--- config.mk ---
export PLATFORM = sky130hd
export DESIGN_NAME = ipb_prio_bank
export DESIGN_NICKNAME = d
export VERILOG_FILES = /design/src/hw/ipb_pkg.sv /design/src/hw/ipb_prio_field.sv /design/src/hw/ipb_prio_bank.sv
export SDC_FILE = /design/constraint.sdc
export NUM_CORES = 1
export LEC_CHECK = 0
export ABC_AREA = 1
export BUFFER_PORTS_ARGS = -buffer_cell sky130_fd_sc_hd__buf_2
export CAP_MARGIN = 20
export CORE_MARGIN = 2
export CORE_UTILIZATION = 45
export CTS_CLUSTER_DIAMETER = 40
export DETAILED_ROUTE_END_ITERATION = 16
export PLACE_DENSITY = 0.73
export RECOVER_POWER = 25
export SLEW_MARGIN = 20
export SYNTH_ARGS = -nofsm -noshare
export SYNTH_HDL_FRONTEND = slang
export SYNTH_SLANG_ARGS = --single-unit
--- constraint.sdc ---
create_clock -name clk_sys -period 3.15 [get_ports clk_sys]
set_clock_uncertainty 0.15 [all_clocks]
set_input_delay 0.1575 -clock clk_sys [delete_from_list [all_inputs] [get_ports clk_sys]]
set_output_delay 0.1575 -clock clk_sys [all_outputs]
set_load 0.005 [all_outputs]
--- src/hw/ipb_pkg.sv ---
// ==========================================================================
// shared constants and types of the interrupt priority bank
package ipb_pkg;

    // sizes
    localparam int NUM_REGS   = 7;
    localparam int NUM_FIELDS = 19;
    localparam int FIELD_W    = 3;
    localparam int DATA_W     = 32;
    localparam int REG_W      = 16;
    localparam int ADDR_W     = 5;
    localparam int BE_W       = 4;
    localparam int BYTE_W     = 8;

    // priority codes
    localparam logic [FIELD_W-1:0] PRIO_OFF   = 3'h0;
    localparam logic [FIELD_W-1:0] PRIO_MIN   = 3'h1;
    localparam logic [FIELD_W-1:0] PRIO_RESET = 3'h4;
    localparam logic [FIELD_W-1:0] PRIO_MAX   = 3'h7;

    // register byte offsets, in register index order
    localparam logic [ADDR_W-1:0] OFS_ADC12    = 5'h00;
    localparam logic [ADDR_W-1:0] OFS_PWM12    = 5'h04;
    localparam logic [ADDR_W-1:0] OFS_PWM3_6   = 5'h08;
    localparam logic [ADDR_W-1:0] OFS_PWM7_CMP = 5'h0C;
    localparam logic [ADDR_W-1:0] OFS_CMP34    = 5'h10;
    localparam logic [ADDR_W-1:0] OFS_ADC01    = 5'h14;
    localparam logic [ADDR_W-1:0] OFS_ADC2_5   = 5'h18;

    // implemented bits of each register
    localparam logic [REG_W-1:0] REG_MASK [NUM_REGS] = '{
        16'h0070, 16'h7700, 16'h7777, 16'h7777, 16'h0077, 16'h7700, 16'h7777};

    // owning register of each field: adc12, pwm1..9, cmp2..4, adc0..5
    localparam logic [2:0] FIELD_REG [NUM_FIELDS] = '{
        3'h0,
        3'h1, 3'h1,
        3'h2, 3'h2, 3'h2, 3'h2,
        3'h3, 3'h3, 3'h3, 3'h3,
        3'h4, 3'h4,
        3'h5, 3'h5,
        3'h6, 3'h6, 3'h6, 3'h6};

    // lowest bit of each field inside its register
    localparam logic [3:0] FIELD_LSB [NUM_FIELDS] = '{
        4'h4,
        4'h8, 4'hC,
        4'h0, 4'h4, 4'h8, 4'hC,
        4'h0, 4'h4, 4'h8, 4'hC,
        4'h0, 4'h4,
        4'h8, 4'hC,
        4'h0, 4'h4, 4'h8, 4'hC};

    // avalon answer codes
    localparam logic [1:0] RESP_OKAY   = 2'h0;
    localparam logic [1:0] RESP_DECERR = 2'h3;

    typedef enum logic [1:0] {
        ST_IDLE = 2'b00,
        ST_ACK  = 2'b01
    } ipb_state_e;

    typedef struct packed {
        logic [ADDR_W-1:0] address;
        logic              read;
        logic              write;
        logic [BE_W-1:0]   byteenable;
        logic [DATA_W-1:0] writedata;
    } ipb_avs_req_s;

    typedef struct packed {
        logic [DATA_W-1:0] readdata;
        logic [1:0]        response;
        logic              waitrequest;
    } ipb_avs_rsp_s;

    typedef struct packed {
        logic       hit;
        logic [2:0] idx;
    } ipb_dec_s;

    // last member sits at the low end: field index 0 is adc_p12
    typedef struct packed {
        logic [FIELD_W-1:0] adc_p5_done_level;
        logic [FIELD_W-1:0] adc_p4_done_level;
        logic [FIELD_W-1:0] adc_p3_done_level;
        logic [FIELD_W-1:0] adc_p2_done_level;
        logic [FIELD_W-1:0] adc_p1_done_level;
        logic [FIELD_W-1:0] adc_p0_done_level;
        logic [FIELD_W-1:0] comparator4_level;
        logic [FIELD_W-1:0] comparator3_level;
        logic [FIELD_W-1:0] comparator2_level;
        logic [FIELD_W-1:0] pwm_gen9_level;
        logic [FIELD_W-1:0] pwm_gen8_level;
        logic [FIELD_W-1:0] pwm_gen7_level;
        logic [FIELD_W-1:0] pwm_gen6_level;
        logic [FIELD_W-1:0] pwm_gen5_level;
        logic [FIELD_W-1:0] pwm_gen4_level;
        logic [FIELD_W-1:0] pwm_gen3_level;
        logic [FIELD_W-1:0] pwm_gen2_level;
        logic [FIELD_W-1:0] pwm_gen1_level;
        logic [FIELD_W-1:0] adc_p12_done_level;
    } ipb_levels_s;

    typedef logic [NUM_FIELDS-1:0] ipb_enables_t;

    typedef struct packed {
        ipb_state_e   st;
        logic         boot_done;
        ipb_avs_rsp_s rsp;
    } ipb_bank_s;

    typedef struct packed {
        logic [FIELD_W-1:0] level;
        logic               enabled;
    } ipb_field_s;

endpackage

--- src/hw/ipb_prio_field.sv ---
`timescale 1ns/1ps
`default_nettype none
// ==========================================================================
// one three-bit priority field with its enable flag
module ipb_prio_field (
    // clock and reset
    input  wire logic                        clk_sys,
    input  wire logic                        rstn,
    // write port
    input  wire logic                        wr_en,
    input  wire logic [ipb_pkg::FIELD_W-1:0] wr_level,
    // field state
    output logic      [ipb_pkg::FIELD_W-1:0] level_q,
    output logic                             enabled_q
);
    import ipb_pkg::*;

    ipb_field_s q;
    ipb_field_s d;

    // next value: a write replaces the code, zero means disabled
    always_comb begin
        d = q;
        if (wr_en) begin
            d.level   = wr_level;
            d.enabled = (wr_level != PRIO_OFF);
        end
    end

    // storage, loaded with level four at reset
    always_ff @(posedge clk_sys or negedge rstn) begin
        if (!rstn) begin
            q.level   <= PRIO_RESET;
            q.enabled <= 1'b1;
        end else begin
            q <= d;
        end
    end

    assign level_q   = q.level;
    assign enabled_q = q.enabled;

    // ======================================================================
    // checks
    a_write_lands: assert property (@(posedge clk_sys) disable iff (!rstn)
        wr_en |=> level_q == $past(wr_level))
        else $error("priority write not stored");

    a_field_holds: assert property (@(posedge clk_sys) disable iff (!rstn)
        !wr_en |=> $stable(level_q) && $stable(enabled_q))
        else $error("priority field changed without write");

    a_zero_disables: assert property (@(posedge clk_sys) disable iff (!rstn)
        enabled_q == (level_q != PRIO_OFF))
        else $error("enable flag disagrees with code");

    a_top_code: assert property (@(posedge clk_sys) disable iff (!rstn)
        wr_en && wr_level == PRIO_MAX |=> enabled_q && level_q == PRIO_MAX)
        else $error("code seven not taken as level seven");

    a_low_code: assert property (@(posedge clk_sys) disable iff (!rstn)
        wr_en && wr_level == PRIO_MIN |=> enabled_q && level_q == PRIO_MIN)
        else $error("code one not taken as level one");

endmodule
`default_nettype wire

--- src/hw/ipb_prio_bank.sv ---
`timescale 1ns/1ps
`default_nettype none
// Function
// - each field is three bits; code seven gives the highest level seven
// - code zero disables the source so it is never granted
// - code one is level one; each code maps to its binary value
// - unimplemented bits read zero and ignore writes
// - reset loads each field with binary one-zero-zero
// - fields are read-write and read back the last written or reset value
// - adc pair twelve priority sits at bits six to four
// - pwm two at bits 14-12, pwm one at 10-8, low byte unused
// - pwm six, five, four, three at 14-12, 10-8, 6-4, 2-0
// - comparator two at 14-12; pwm nine, eight, seven below it
// - comparator four at 6-4, comparator three at 2-0, upper unused
// - adc pair one at 14-12, pair zero at 10-8, low byte unused
// - adc pairs five, four, three, two at 14-12, 10-8, 6-4, 2-0
// - after reset every source covered here sits at level four
module ipb_prio_bank (
    // clock and reset
    input  wire logic                  clk_sys,
    input  wire logic                  rstn,
    // avalon-mm slave
    input  wire ipb_pkg::ipb_avs_req_s avs_req,
    output ipb_pkg::ipb_avs_rsp_s      avs_rsp,
    // priorities to the arbiter
    output ipb_pkg::ipb_levels_s       levels,
    output ipb_pkg::ipb_enables_t      src_enabled
);
    import ipb_pkg::*;

    // ======================================================================
    // address decode

    // maps a byte address onto a register index
    function automatic ipb_dec_s decode_reg(input logic [ADDR_W-1:0] addr);
        ipb_dec_s r;
        r.hit = 1'b1;
        r.idx = 3'h0;
        if (addr == OFS_ADC12) begin
            r.idx = 3'h0;
        end else if (addr == OFS_PWM12) begin
            r.idx = 3'h1;
        end else if (addr == OFS_PWM3_6) begin
            r.idx = 3'h2;
        end else if (addr == OFS_PWM7_CMP) begin
            r.idx = 3'h3;
        end else if (addr == OFS_CMP34) begin
            r.idx = 3'h4;
        end else if (addr == OFS_ADC01) begin
            r.idx = 3'h5;
        end else if (addr == OFS_ADC2_5) begin
            r.idx = 3'h6;
        end else begin
            r.hit = 1'b0;
        end
        return r;
    endfunction

    // ======================================================================
    // declarations

    ipb_bank_s                 q;
    ipb_bank_s                 d;
    ipb_dec_s                  dec;
    logic                      wr_fire;
    logic [DATA_W-1:0]         rd_word;
    logic [FIELD_W-1:0]        lvl     [NUM_FIELDS];
    logic [NUM_FIELDS-1:0]     fld_en;
    logic [NUM_FIELDS-1:0]     fld_wr;
    logic [NUM_FIELDS*FIELD_W-1:0] lvl_flat;

    // decode of the address the master currently holds
    assign dec = decode_reg(avs_req.address);

    // write takes effect at the edge where waitrequest is seen low
    assign wr_fire = (q.st == ST_ACK) && avs_req.write && dec.hit;

    // ======================================================================
    // priority fields

    // one field per source, placed by the package tables
    generate
        for (genvar i = 0; i < NUM_FIELDS; i++) begin : g_field
            localparam int LANE = int'(FIELD_LSB[i]) / BYTE_W;

            // byte enable of the lane that holds this field
            assign fld_wr[i] = wr_fire
                && (dec.idx == FIELD_REG[i])
                && avs_req.byteenable[LANE];

            ipb_prio_field u_field (
                .clk_sys   (clk_sys),
                .rstn      (rstn),
                .wr_en     (fld_wr[i]),
                .wr_level  (avs_req.writedata[FIELD_LSB[i] +: FIELD_W]),
                .level_q   (lvl[i]),
                .enabled_q (fld_en[i])
            );

            assign lvl_flat[i*FIELD_W +: FIELD_W] = lvl[i];
        end
    endgenerate

    // field flops go straight to the arbiter
    assign levels      = ipb_levels_s'(lvl_flat);
    assign src_enabled = fld_en;

    // ======================================================================
    // read data

    // gather the fields of the addressed register
    always_comb begin
        rd_word = '0;
        if (dec.hit) begin
            for (int i = 0; i < NUM_FIELDS; i++) begin
                if (FIELD_REG[i] == dec.idx) begin
                    rd_word[FIELD_LSB[i] +: FIELD_W] = lvl[i];
                end
            end
            // unused positions forced low
            rd_word[REG_W-1:0] = rd_word[REG_W-1:0] & REG_MASK[dec.idx];
        end
    end

    // ======================================================================
    // bus state machine

    // idle takes a request, ack answers it for exactly one cycle
    always_comb begin
        d = q;
        d.boot_done = 1'b1;
        case (q.st)
            ST_IDLE: begin
                if (avs_req.read || avs_req.write) begin
                    d.st              = ST_ACK;
                    d.rsp.waitrequest = 1'b0;
                    d.rsp.readdata    = avs_req.read ? rd_word : '0;
                    d.rsp.response    = dec.hit ? RESP_OKAY : RESP_DECERR;
                end
            end
            ST_ACK: begin
                d.st              = ST_IDLE;
                d.rsp.waitrequest = 1'b1;
            end
            default: begin
                d.st              = ST_IDLE;
                d.rsp.waitrequest = 1'b1;
            end
        endcase
    end

    // state register
    always_ff @(posedge clk_sys or negedge rstn) begin
        if (!rstn) begin
            q.st              <= ST_IDLE;
            q.boot_done       <= 1'b0;
            q.rsp.readdata    <= '0;
            q.rsp.response    <= RESP_OKAY;
            q.rsp.waitrequest <= 1'b1;
        end else begin
            q <= d;
        end
    end

    assign avs_rsp = q.rsp;

    // ======================================================================
    // checks

    a_reset_level: assert property (@(posedge clk_sys) disable iff (!rstn)
        !q.boot_done |-> lvl_flat == {NUM_FIELDS{PRIO_RESET}})
        else $error("fields not at level four after reset");

    a_reset_enabled: assert property (@(posedge clk_sys) disable iff (!rstn)
        !q.boot_done |-> &fld_en && q.rsp.waitrequest)
        else $error("reset state wrong");

    a_unused_zero: assert property (@(posedge clk_sys) disable iff (!rstn)
        !q.rsp.waitrequest |-> q.rsp.readdata[DATA_W-1:REG_W] == '0
            && (q.rsp.readdata[REG_W-1:0] & ~REG_MASK[dec.idx]) == '0)
        else $error("unimplemented bits read as one");

    a_read_back: assert property (@(posedge clk_sys) disable iff (!rstn)
        !q.rsp.waitrequest && avs_req.read |-> q.rsp.readdata == rd_word)
        else $error("read data disagrees with fields");

    a_answer_one: assert property (@(posedge clk_sys) disable iff (!rstn)
        q.st == ST_IDLE && (avs_req.read || avs_req.write)
        |=> !q.rsp.waitrequest ##1 q.rsp.waitrequest)
        else $error("answer not one cycle after request");

    a_adc12_map: assert property (@(posedge clk_sys) disable iff (!rstn)
        !q.rsp.waitrequest && avs_req.read && avs_req.address == OFS_ADC12
        |-> q.rsp.readdata[6:4] == levels.adc_p12_done_level)
        else $error("adc pair twelve field misplaced");

    a_pwm2_map: assert property (@(posedge clk_sys) disable iff (!rstn)
        wr_fire && avs_req.address == OFS_PWM12 && avs_req.byteenable[1]
        |=> levels.pwm_gen2_level == $past(avs_req.writedata[14:12]))
        else $error("pwm two field misplaced");

    a_pwm3_map: assert property (@(posedge clk_sys) disable iff (!rstn)
        wr_fire && avs_req.address == OFS_PWM3_6 && avs_req.byteenable[0]
        |=> levels.pwm_gen3_level == $past(avs_req.writedata[2:0]))
        else $error("pwm three field misplaced");

    a_cmp2_map: assert property (@(posedge clk_sys) disable iff (!rstn)
        wr_fire && avs_req.address == OFS_PWM7_CMP && avs_req.byteenable[1]
        |=> levels.comparator2_level == $past(avs_req.writedata[14:12]))
        else $error("comparator two field misplaced");

    a_cmp4_map: assert property (@(posedge clk_sys) disable iff (!rstn)
        wr_fire && avs_req.address == OFS_CMP34 && avs_req.byteenable[0]
        |=> levels.comparator4_level == $past(avs_req.writedata[6:4]))
        else $error("comparator four field misplaced");

    a_adc0_map: assert property (@(posedge clk_sys) disable iff (!rstn)
        wr_fire && avs_req.address == OFS_ADC01 && avs_req.byteenable[1]
        |=> levels.adc_p0_done_level == $past(avs_req.writedata[10:8]))
        else $error("adc pair zero field misplaced");

    a_adc5_map: assert property (@(posedge clk_sys) disable iff (!rstn)
        wr_fire && avs_req.address == OFS_ADC2_5 && avs_req.byteenable[1]
        |=> levels.adc_p5_done_level == $past(avs_req.writedata[14:12]))
        else $error("adc pair five field misplaced");

    // placement of the remaining fields on write
    a_pwm1_map: assert property (@(posedge clk_sys) disable iff (!rstn)
        wr_fire && avs_req.address == OFS_PWM12
            && avs_req.byteenable[1]
        |=> levels.pwm_gen1_level
            == $past(avs_req.writedata[10:8]))
        else $error("pwm one field misplaced");

    a_pwm4_map: assert property (@(posedge clk_sys) disable iff (!rstn)
        wr_fire && avs_req.address == OFS_PWM3_6
            && avs_req.byteenable[0]
        |=> levels.pwm_gen4_level
            == $past(avs_req.writedata[6:4]))
        else $error("pwm four field misplaced");

    a_pwm5_map: assert property (@(posedge clk_sys) disable iff (!rstn)
        wr_fire && avs_req.address == OFS_PWM3_6
            && avs_req.byteenable[1]
        |=> levels.pwm_gen5_level
            == $past(avs_req.writedata[10:8]))
        else $error("pwm five field misplaced");

    a_pwm6_map: assert property (@(posedge clk_sys) disable iff (!rstn)
        wr_fire && avs_req.address == OFS_PWM3_6
            && avs_req.byteenable[1]
        |=> levels.pwm_gen6_level
            == $past(avs_req.writedata[14:12]))
        else $error("pwm six field misplaced");

    a_pwm7_map: assert property (@(posedge clk_sys) disable iff (!rstn)
        wr_fire && avs_req.address == OFS_PWM7_CMP
            && avs_req.byteenable[0]
        |=> levels.pwm_gen7_level
            == $past(avs_req.writedata[2:0]))
        else $error("pwm seven field misplaced");

    a_pwm8_map: assert property (@(posedge clk_sys) disable iff (!rstn)
        wr_fire && avs_req.address == OFS_PWM7_CMP
            && avs_req.byteenable[0]
        |=> levels.pwm_gen8_level
            == $past(avs_req.writedata[6:4]))
        else $error("pwm eight field misplaced");

    a_pwm9_map: assert property (@(posedge clk_sys) disable iff (!rstn)
        wr_fire && avs_req.address == OFS_PWM7_CMP
            && avs_req.byteenable[1]
        |=> levels.pwm_gen9_level
            == $past(avs_req.writedata[10:8]))
        else $error("pwm nine field misplaced");

    a_cmp3_map: assert property (@(posedge clk_sys) disable iff (!rstn)
        wr_fire && avs_req.address == OFS_CMP34
            && avs_req.byteenable[0]
        |=> levels.comparator3_level
            == $past(avs_req.writedata[2:0]))
        else $error("comparator three field misplaced");

    a_adc1_map: assert property (@(posedge clk_sys) disable iff (!rstn)
        wr_fire && avs_req.address == OFS_ADC01
            && avs_req.byteenable[1]
        |=> levels.adc_p1_done_level
            == $past(avs_req.writedata[14:12]))
        else $error("adc pair one field misplaced");

    a_adc2_map: assert property (@(posedge clk_sys) disable iff (!rstn)
        wr_fire && avs_req.address == OFS_ADC2_5
            && avs_req.byteenable[0]
        |=> levels.adc_p2_done_level
            == $past(avs_req.writedata[2:0]))
        else $error("adc pair two field misplaced");

    a_adc3_map: assert property (@(posedge clk_sys) disable iff (!rstn)
        wr_fire && avs_req.address == OFS_ADC2_5
            && avs_req.byteenable[0]
        |=> levels.adc_p3_done_level
            == $past(avs_req.writedata[6:4]))
        else $error("adc pair three field misplaced");

    a_adc4_map: assert property (@(posedge clk_sys) disable iff (!rstn)
        wr_fire && avs_req.address == OFS_ADC2_5
            && avs_req.byteenable[1]
        |=> levels.adc_p4_done_level
            == $past(avs_req.writedata[10:8]))
        else $error("adc pair four field misplaced");

    // placement seen on the read path
    a_pwm1_read: assert property (@(posedge clk_sys) disable iff (!rstn)
        !q.rsp.waitrequest && avs_req.read
            && avs_req.address == OFS_PWM12
        |-> q.rsp.readdata[10:8] == levels.pwm_gen1_level)
        else $error("pwm one field read misplaced");

    a_pwm6_read: assert property (@(posedge clk_sys) disable iff (!rstn)
        !q.rsp.waitrequest && avs_req.read
            && avs_req.address == OFS_PWM3_6
        |-> q.rsp.readdata[14:12] == levels.pwm_gen6_level)
        else $error("pwm six field read misplaced");

    a_cmp3_read: assert property (@(posedge clk_sys) disable iff (!rstn)
        !q.rsp.waitrequest && avs_req.read
            && avs_req.address == OFS_CMP34
        |-> q.rsp.readdata[2:0] == levels.comparator3_level)
        else $error("comparator three field read misplaced");

    a_adc1_read: assert property (@(posedge clk_sys) disable iff (!rstn)
        !q.rsp.waitrequest && avs_req.read
            && avs_req.address == OFS_ADC01
        |-> q.rsp.readdata[14:12] == levels.adc_p1_done_level)
        else $error("adc pair one field read misplaced");

    a_no_stray_write: assert property (@(posedge clk_sys) disable iff (!rstn)
        !wr_fire |=> $stable(lvl_flat))
        else $error("fields changed without accepted write");

endmodule
`default_nettype wire

Word level (Yosys, flattened, before mapping). Memory sizes are Yosys's and may differ from the RTL's. Index checks and enable logic that the tools add are counted.

Register bits: 97. Output and inout bits: 111. Memory bits (read-only): 128. Memories kept: 1.

Memory list: (no name shown) (words 8, bits a word 16, rd ports 1, clocked after memory_dff 0, write ports 0, line ipb_prio_bank.sv:121) `rd_word[REG_W-1:0] = rd_word[REG_W-1:0] & REG_MASK[dec.idx];`.

Multiplexer cells: 46. Bitwise gates (word level): 2. Eq/ne operators: 20. Reductions and logical operators: 28. $lt $le $gt $ge: 1.

Operators with widths (number): 3-bit two-way mux (30); 16-bit two-way mux (4); 1-bit logical AND (19); 15-bit by 16-bit AND with 16-bit output (1); 5-bit == test, second input constant (3); 3-bit nonzero test (4); 5-bit by 4-bit == test with 1-bit output, second input constant (2); 3-bit == test, first input constant (3); 3-bit == test, second input constant (3); 1-bit two-way mux (9); 2-bit by 3-bit == test with 1-bit output, first input constant (2); 3-bit by 2-bit == test with 1-bit output, second input constant (2); 2-bit two-way mux (3); 5-bit by 3-bit == test with 1-bit output, second input constant (1); 5-bit logical NOT (1); 4-bit >= comparator, second input constant (1); 3-bit inverter with 4-bit output (1); 1-bit by 3-bit == test with 1-bit output, first input constant (1); 3-bit by 1-bit == test with 1-bit output, second input constant (1); 3-bit logical NOT (1); 2-bit by 1-bit == test with 1-bit output, second input constant (1); 2-bit logical NOT (1); 2-bit != test, second input constant (1); 2-bit AND reduction (1); 1-bit logical OR (1).

Longest topological paths before layout. Gate-level depths: netlist (run 1).

Depth in word-level cells: 18. Mapped depth: 11.

By module. Synthesis (run 1) repeated with hierarchy kept, for this count alone.

Cell total of the unflattened synthesis: 570. Area, all modules: 4409.2 um2.

Modules (own cells, without submodules): ipb_prio_field (area an instance 155.1 um2, times used 19, cells each 17, sequential area each 102.6 um2); ipb_prio_bank (area an instance 1461.4 um2, times used 1, cells each 247, sequential area each 376.6 um2).

Least setup slack after synthesis (run 1). No wires, ideal clock.

Path type: input -> register. From: in avs_req[39] in the netlist's numbering. To: reg q, in the netlist avs_rsp[7]. Setup slack: 1709 ps. Arrival: 1175 ps. Library setup time: 116 ps. Data required time: 2884 ps. Cell stages on the path: 10. Path buffers: 0. Cells stage by stage: nor2_4 > nand3_1 > nor2_2 > nor2_1 > nand2_1 > nand3_1 > nand2_1 > nand2_1 > nand2_1 > nand2_1.

Longest elaborated chain between the ends: 18. Elaborated cells on any way between the ends: 39. Those cells by class: eq/ne: 10; mux: 24; bitwise: 2; reduce/logical: 2; memory: 1.

Ends and longest elaborated chain: start, declared (line ipb_prio_bank.sv:23) `input wire ipb_pkg::ipb_avs_req_s avs_req,`; 5-bit == test (line ipb_prio_bank.sv:51) `end else if (addr == OFS_ADC2_5) begin`; 3-bit two-way mux (line ipb_prio_bank.sv:51); 3-bit two-way mux (line ipb_prio_bank.sv:49) `end else if (addr == OFS_ADC01) begin`; 3-bit two-way mux (line ipb_prio_bank.sv:47) `end else if (addr == OFS_CMP34) begin`; 3-bit two-way mux (line ipb_prio_bank.sv:45) `end else if (addr == OFS_PWM7_CMP) begin`; 3-bit two-way mux (line ipb_prio_bank.sv:43) `end else if (addr == OFS_PWM3_6) begin`; 3-bit two-way mux (line ipb_prio_bank.sv:41) `end else if (addr == OFS_PWM12) begin`; 3-bit two-way mux (line ipb_prio_bank.sv:39) `if (addr == OFS_ADC12) begin`; 3-bit logical NOT (line ipb_prio_bank.sv:116) `if (FIELD_REG[i] == dec.idx) begin`; 3-bit two-way mux (5 in series) (line ipb_prio_bank.sv:116); 3-bit two-way mux (line ipb_prio_bank.sv:114) `if (dec.hit) begin`; 15-bit by 16-bit AND with 16-bit output (line ipb_prio_bank.sv:121); 16-bit two-way mux * (line ipb_prio_bank.sv:114); 16-bit two-way mux * (line ipb_prio_bank.sv:137) `d.rsp.readdata = avs_req.read ? rd_word : '0;`; end, declared (line ipb_prio_bank.sv:62) `ipb_bank_s q;`.

Every way passes the cells marked *; elsewhere a longest branch is shown, timed or not. The select of a mux whose other input is x is not followed. A chain may end at the register's enable or synchronous reset.

Final worst setup path (run 1).
From: reg q[36] in the netlist's numbering. To: reg q, in the netlist avs_rsp[15].

Longest elaborated chain between the ends: 2.

Ends and longest elaborated chain: 2-bit logical NOT (line ipb_prio_bank.sv:132) `case (q.st)`; 2-bit AND reduction (no line).

Every way passes these cells.

==> qor.yml, run 1 <==
pwr:
  finalPower_mw: 2.52
  power_density_nw_per_um2: 492
  vdd_ir_drop_max_v: 0.000229
  p_leak_nw: 2.78
global_routing:
  grt_pass1_wl_um: 16500
  overflow: 0
  grt_max_degree: 92
  antenna_found_initial: 0
  grt_pass1_vias: 3257
  grt_usage: 0.203
synthesis:
  yosysWarnings: 0
  netlist_area_um2: 4390
  yosysSeqAreaShare: 0.530
  synthCells: 489
  synth_cell_type_count: 28
  synth_area_leaders: "dfrtp_1 (30%), dfstp_2 (23%), nand2_1 (13%)"
  syn_avg_cell_area_um2: 8.98
  synth_seq_cells: 91
  synth_top_area_share: 0.296
  yosysTopAreaCell: "dfrtp_1"
route:
  num_vias: 3478
  routed_wl_um: 10300
  wire_per_inst_um: 14.2
  first_pass_iters: 5
  drtIter0Drc: 206
  ant_nets: 0
  viasPerCell: 4.78
  drt_drc_violations_left: 0
placed_design:
  post-place-ws_ps: 1210
  portBuffers: 113
  placed_cells: 701
  finalWeightedCongestion: 0.832
  hpwlAfterDp_um: 7640
  placement.cell_area_um2: 4780
outcome:
  outcome: "finished clean"
floorplan:
  die_h_um: 103
  start_util: 0.455
  die_x_um: 103
  core_um2: 9640
  die-area_um2: 10600
  num_rows: 36
  io_pins: 156
cells_and_area:
  fin_cells: 727
  num-fill-cells: 954
  syn_to_final_growth_pct: 16.6
  insertedDiodeCount: 0
  utilization: 0.531
  fin_area_um2: 5120
  multi_input_area_um2: 1610
  drive_above_1_share: 0.310
  regArea_um2: 2330
  nets: 634
timing:
  grt_setup_unrepaired: "no"
  period_share: 0.536
  setup-tns-final_ps: 0
  fin_ws_ps: 1460
  slew_headroom: 0.396
  timing.final.crit_period_ps: 1690
  hold_viol_final: 0
  whs_ps: 10.1
  max_freq_mhz: 593
  worst_pin_slew_ps: 899
  drv_slew: 0
  setup-violations-final: 0
clocking:
  cts_tree: "built"
  clock_sinks: 91
  cts_resized: 0
  clockRootBuffer: "clkbuf_8"
  clock_latency_ps: 360
  cts_buffers: 9
  clk_path_buf_depth: 2
  clk_pin_slew_ps: 90
  cts_max_level: 3
setup_path:
  startpoint_type: "flop"
  path_max_fanout: 6
  worst_setup_path_end_kind: "flop"
  required_ps: 3280
  crit_arrival_ps: 1810
  worstSetupPathType: "reg -> reg"
job:
  drv_cap: 0
worst_hold_path:
  holdCritPathClass: "in -> reg"
path summary, 6_finish.rpt:
check	start	endpoint	slack, ps	cells past startpoint
min in group asynchronous	rstn	g_field[4].u_field.level_q[1]$_DFFE_PN0P_	300	2
worst max-delay path	q[36]$_DFFE_PN0P_	avs_rsp[15]$_DFFE_PN0P_	1460	5
worst min register to register	g_field[17].u_field.enabled_q$_DFFE_PN1P_	g_field[17].u_field.enabled_q$_DFFE_PN1P_	330	2
worst min-delay path	avs_req[10]	g_field[1].u_field.level_q[2]$_DFFE_PN1P_	10	3
max in group asynchronous	rstn	avs_rsp[1]$_DFFE_PN0P_	2020	2
worst max register to register	q[36]$_DFFE_PN0P_	avs_rsp[15]$_DFFE_PN0P_	1460	5
cell families after synthesis:
group	count (synthesis)	share of synthesized area
other	1	0.000854
AO/OA/AOI/OAI	95	0.118
buffers and inverters	79	0.119
flip-flops	91	0.530
AND/OR/NAND/NOR	223	0.233
synthesized netlist by cell type:
cell type / count
nand2_1: 155
nand3_1: 21
nor3_4: 1
inv_4: 1
nor3_1: 4
o21ai_2: 8
dfrtp_1: 52
a31oi_1: 1
o31ai_1: 1
buf_6: 9
nor2_4: 3
conb_1: 1
o21ai_1: 40
inv_1: 23
o211ai_1: 3
nor2_1: 23
dfstp_2: 39
a21oi_1: 7
nand2_4: 10
buf_4: 41
nor2_8: 2
nor2_2: 2
buf_2: 2
nand4_1: 1
inv_2: 1
clkbuf_1: 2
o21ai_0: 35
nand2_2: 1
cells in the final DEF, fill, tap and decap left out, types with 14 or more instances in the layout:
cell type / instances
nand2_1: 155
buf_2: 101
dfrtp_1: 52
o21ai_1: 40
dfstp_2: 39
o21ai_0: 35
inv_1: 23
nor2_1: 23
nand3_1: 21
conb_1: 20
clkbuf_1: 14
metal layers:
metal	track usage	routed length (um)	vias up
met5	0	0	-
met4	0.0921	302	0
met3	0.0393	585	23
met2	0.296	4620	122
met1	0.295	4810	1615
li1	-	-	1718
state kept, by name, summed over array words and instances, names as in the netlist:
signal                     cells
avs_rsp                       14
g_field.u_field.enabled_q     19
g_field.u_field.level_q       57
q                              1
final cells by class:
class,count,area share
Sequential cell,91,0.454
Multi-Input combinational cell,338,0.315
Timing Repair Buffer,124,0.129
Tap cell,133,0.0325
Clock buffer,11,0.0257
Clock inverter,5,0.0244
Inverter,25,0.0188
power by group:
| group | switching [mW] | total [mW] | internal [mW] |
|---|---|---|---|
| registers | 0.0350 | 1.27 | 1.24 |
| logic | 0.151 | 0.241 | 0.0901 |
| clock network | 0.398 | 1.00 | 0.607 |
critical path, stage by stage (launching register included):
cell and delay [ps]:
dfrtp_1 380, inv_1 90, nand2_1 60, nor2_1 280, o21ai_0 330, o31ai_1 300
what timing repair did:
action,4_1_cts,5_1_grt
endpoints found under the hold margin,81,0
hold buffers,10,0
setup buffers,0,0
Power figures use the tool's default switching activity.
==> run 2, diff against run 1 <==
- ABC_AREA: 1 -> 0
- clock period: 3.15 -> 1.68 ns (I/O delays scaled with it)
==> qor.yml, run 2 <==
outcome:
  outcome: "finished clean"  # unchanged
synthesis:
  yosysSeqAreaShare: 0.532  # was 0.530
  syn_avg_cell_area_um2: 12.9  # was 8.98 um2
  yosysTopAreaCell: "dfrtp_1"  # unchanged
  synth-compound-area-share: 0.0809  # was 0.118
  synth_edf_count: 0  # unchanged
  synth_cell_type_count: 42  # was 28
  synth_common_cells: "mux2_2 (79), dfrtp_1 (52), buf_4 (41), dfstp_2 (39), a21oi_1 (13)"  # was nand2_1 (155), dfrtp_1 (52), buf_4 (41), o21ai_1 (40), dfstp_2 (39)
  async_reset_ff_frac: 1.00  # unchanged
  synthFlopType: "dfrtp_1"  # unchanged
  synth_seq_cells: 91  # unchanged
  netlist_area_um2: 4380  # was 4390 um2
  synth_mux_area_frac: 0.221  # was 0
  synth-adder-area-share: 0  # unchanged
  synthCells: 340  # was 489
  synthSimpleGateAreaFrac: 0.0755  # was 0.233
  post-synth-top-count-cell: "mux2_2"  # was nand2_1
  synth_top_family_by_area: "multiplexers"  # was simple AND/OR/NAND/NOR gates
  synth_top_area_share: 0.297  # was 0.296
  synth_xor_area_frac: 0  # unchanged
  yosysWarnings: 0  # unchanged
  synth_area_leaders: "dfrtp_1 (30%), dfstp_2 (23%), mux2_2 (20%)"  # was dfrtp_1 (30%), dfstp_2 (23%), nand2_1 (13%)
clocking:
  clk_pin_slew_ps: 90  # about the same
  cts_max_level: 3  # unchanged
  clock_latency_ps: 360  # about the same
  clk_path_buf_depth: 2  # unchanged
  clockRootBuffer: "clkbuf_8"  # unchanged
  clock_sinks: 91  # unchanged
  cts_buffers: 9  # unchanged
  cts_tree: "built"  # unchanged
pwr:
  switching_share: 0.251  # was 0.232
  vdd_ir_drop_max_v: 0.000533  # was 0.000229 V
  p_comb_frac: 0.147  # was 0.096
  intPower_mw: 3.85  # was 1.93 mW
  clock_power_share: 0.349  # was 0.399
  seqPwrFrac: 0.503  # was 0.505
  p_leak_nw: 2.79  # was 2.78 nW
  power_density_nw_per_um2: 945  # was 492 nW/um2
  p_switching_mw: 1.29  # was 0.584 mW
setup_path:
  crit_family: "simple AND/OR/NAND/NOR gates"  # was compound AO/OA/AOI/OAI gates
  max_stage_delay_ps: 380  # about the same
  worstSetupPathType: "reg -> reg"  # unchanged
  worst_setup_path_end_kind: "flop"  # unchanged
  required_ps: 1770  # was 3280 ps
  worstPathCellList: "nand3_2 > buf_4 > buf_4 > nor2_4 > nand2_2 > mux2_2"  # was inv_1 > nand2_1 > nor2_1 > o21ai_0 > o31ai_1
  r2r_cells: 6  # was 5
  crit_cells: 6  # was 5
  path_max_fanout: 8  # was 6
  cp_common_cell: "buf_4"
  cp_slowest_cell: "dfrtp_1"  # unchanged
  crit_buf_inv: 2  # was 1
  r2r_slack_ps: 20  # was 1460 ps
  startpoint_type: "flop"  # unchanged
  crit_arrival_ps: 1750  # was 1810 ps
worst_hold_path:
  worstHoldPathCells: 4  # was 3
  holdCritPathClass: "in -> reg"  # unchanged
timing:
  drv_slew: 0  # unchanged
  grt_setup_unrepaired: "yes"  # was no
  slew_headroom: 0.268  # was 0.396
  setup-tns-final_ps: 0  # unchanged
  max_freq_mhz: 602  # was 593 MHz
  worst_pin_slew_ps: 1100  # was 899 ps
  setup-violations-final: 0  # unchanged
  timing.final.crit_period_ps: 1660  # was 1690 ps
  hold_viol_final: 0  # unchanged
  period_share: 0.988  # was 0.536
cells_and_area:
  insertedDiodeCount: 0  # unchanged
  drive_above_1_share: 0.629  # was 0.310
  layout_common_cells: "buf_2 (112), mux2_2 (79), dfrtp_1 (52), dfstp_2 (39), buf_4 (25)"  # was nand2_1 (155), buf_2 (101), dfrtp_1 (52), o21ai_1 (40), dfstp_2 (39)
  syn_to_final_growth_pct: 24.4  # was 16.6%
  utilization: 0.584  # was 0.531
  nets: 514  # was 634
  largest_reg_flops: 57  # unchanged
  layout_commonest_cell: "buf_2"  # was nand2_1
  num-fill-cells: 814  # was 954
route:
  first_pass_iters: 5  # unchanged
  drtIter0Drc: 101  # was 206
  routed_wl_um: 10700  # was 10300 um
  drt_drc_violations_left: 0  # unchanged
  wire_per_inst_um: 17.7  # was 14.2 um
  num_vias: 3130  # was 3478
  viasPerCell: 5.19  # was 4.78
  ant_nets: 0  # unchanged
floorplan:
  die_h_um: 103  # about the same
  die-area_um2: 10500  # was 10600 um2
  io_pins: 156  # unchanged
  core_um2: 9330  # was 9640 um2
  die_x_um: 103  # about the same
  start_util: 0.469  # was 0.455
  num_rows: 35  # was 36
global_routing:
  antenna_found_initial: 0  # unchanged
  grt_pass1_vias: 3090  # was 3257
  grt_usage: 0.207  # was 0.203
  grt_pass1_wl_um: 16300  # was 16500 um
  overflow: 0  # unchanged
  grt_max_degree: 92  # unchanged
placed_design:
  finalWeightedCongestion: 0.864  # was 0.832
  hpwlAfterDp_um: 7450  # was 7640 um
  portBuffers: 113  # unchanged
job:
  drv_cap: 0  # unchanged
## run 2: cells by family after synthesis
| family | count (synthesis) |
|---|---|
| AO/OA/AOI/OAI | 53 |
| AND/OR/NAND/NOR | 50 |
| flip-flops | 91 |
| buffers and inverters | 60 |
| other | 1 |
| multiplexers | 85 |
## run 2: metal layers
layer  global-route usage  vias up  share of wire  wire [um]
met5                    0        -              0          0
met4               0.0574        0          0.011        120
met3               0.0508       11          0.070        742
met2                0.346      139           0.50       5360
met1                0.269     1567           0.42       4420
li1                     -     1413              -          -
## run 2: final timing paths
check | from | end
hold reg to reg | avs_rsp[0]$_DFFE_PN1P_ | avs_rsp[0]$_DFFE_PN1P_
setup / recovery | q[36]$_DFFE_PN0P_ | g_field[4].u_field.level_q[1]$_DFFE_PN0P_
hold / removal | avs_req[38] | avs_rsp[9]$_DFFE_PN0P_
min in group asynchronous | rstn | g_field[10].u_field.level_q[1]$_DFFE_PN0P_
setup reg to reg | q[36]$_DFFE_PN0P_ | g_field[4].u_field.level_q[1]$_DFFE_PN0P_
max in group asynchronous | rstn | g_field[4].u_field.level_q[1]$_DFFE_PN0P_
## run 2: cell type report
| class | count | area (um2) | area share |
|---|---|---|---|
| Sequential cell | 91 | 2330 | 0.427 |
| Multi-Input combinational cell | 208 | 1790 | 0.330 |
| Timing Repair Buffer | 151 | 886 | 0.163 |
| Tap cell | 129 | 161 | 0.0297 |
| Clock buffer | 9 | 124 | 0.0228 |
| Clock inverter | 7 | 121 | 0.0223 |
| Inverter | 8 | 30.0 | 0.00552 |
## run 2: power by group through the flow
| stage | clock network, mW | logic (mW) | registers [mW] |
|---|---|---|---|
| 4_1_cts | 1.82 | 0.762 | 2.59 |
| 3_3_place_gp | 0 | 0.707 | 2.62 |
| 5_1_grt | 1.93 | 0.845 | 2.61 |
| 2_1_floorplan | 0 | 0.452 | 2.61 |
| 6_report | 1.80 | 0.758 | 2.59 |
| 3_5_place_dp | 0 | 0.726 | 2.63 |
## run 2: worst register-to-register path: stages (launching register included)
cell and delay [ps]:
dfrtp_1 380, nand3_2 80, buf_4 140, buf_4 130, nor2_4 140, nand2_2 200, mux2_2 330
## run 2: metrics by stage
step	cells	worst slack (ps)	hold slack (ps)	power [mW]	cell area [um2]
2_1_floorplan	359	1.83	-362	3.06	4450
3_3_place_gp	573	-41.3	9.25	3.32	5010
3_5_place_dp	573	-79.4	14.7	3.35	5010
4_1_cts	603	-2.74	86.4	5.17	5430
5_1_grt	603	-58.1	93.8	5.38	5440
6_report	603	20.0	88.4	5.14	5440
## run 2: timing repair
action / in CTS / in global routing
gates cloned: 0 / 0
resized for setup: 6 / 9
hold buffers: 13 / 0
setup buffers: 1 / 1
setup endpoints to repair: 14 / 40
endpoints found under the hold margin: 148 / 0
pin swaps: 2 / 3
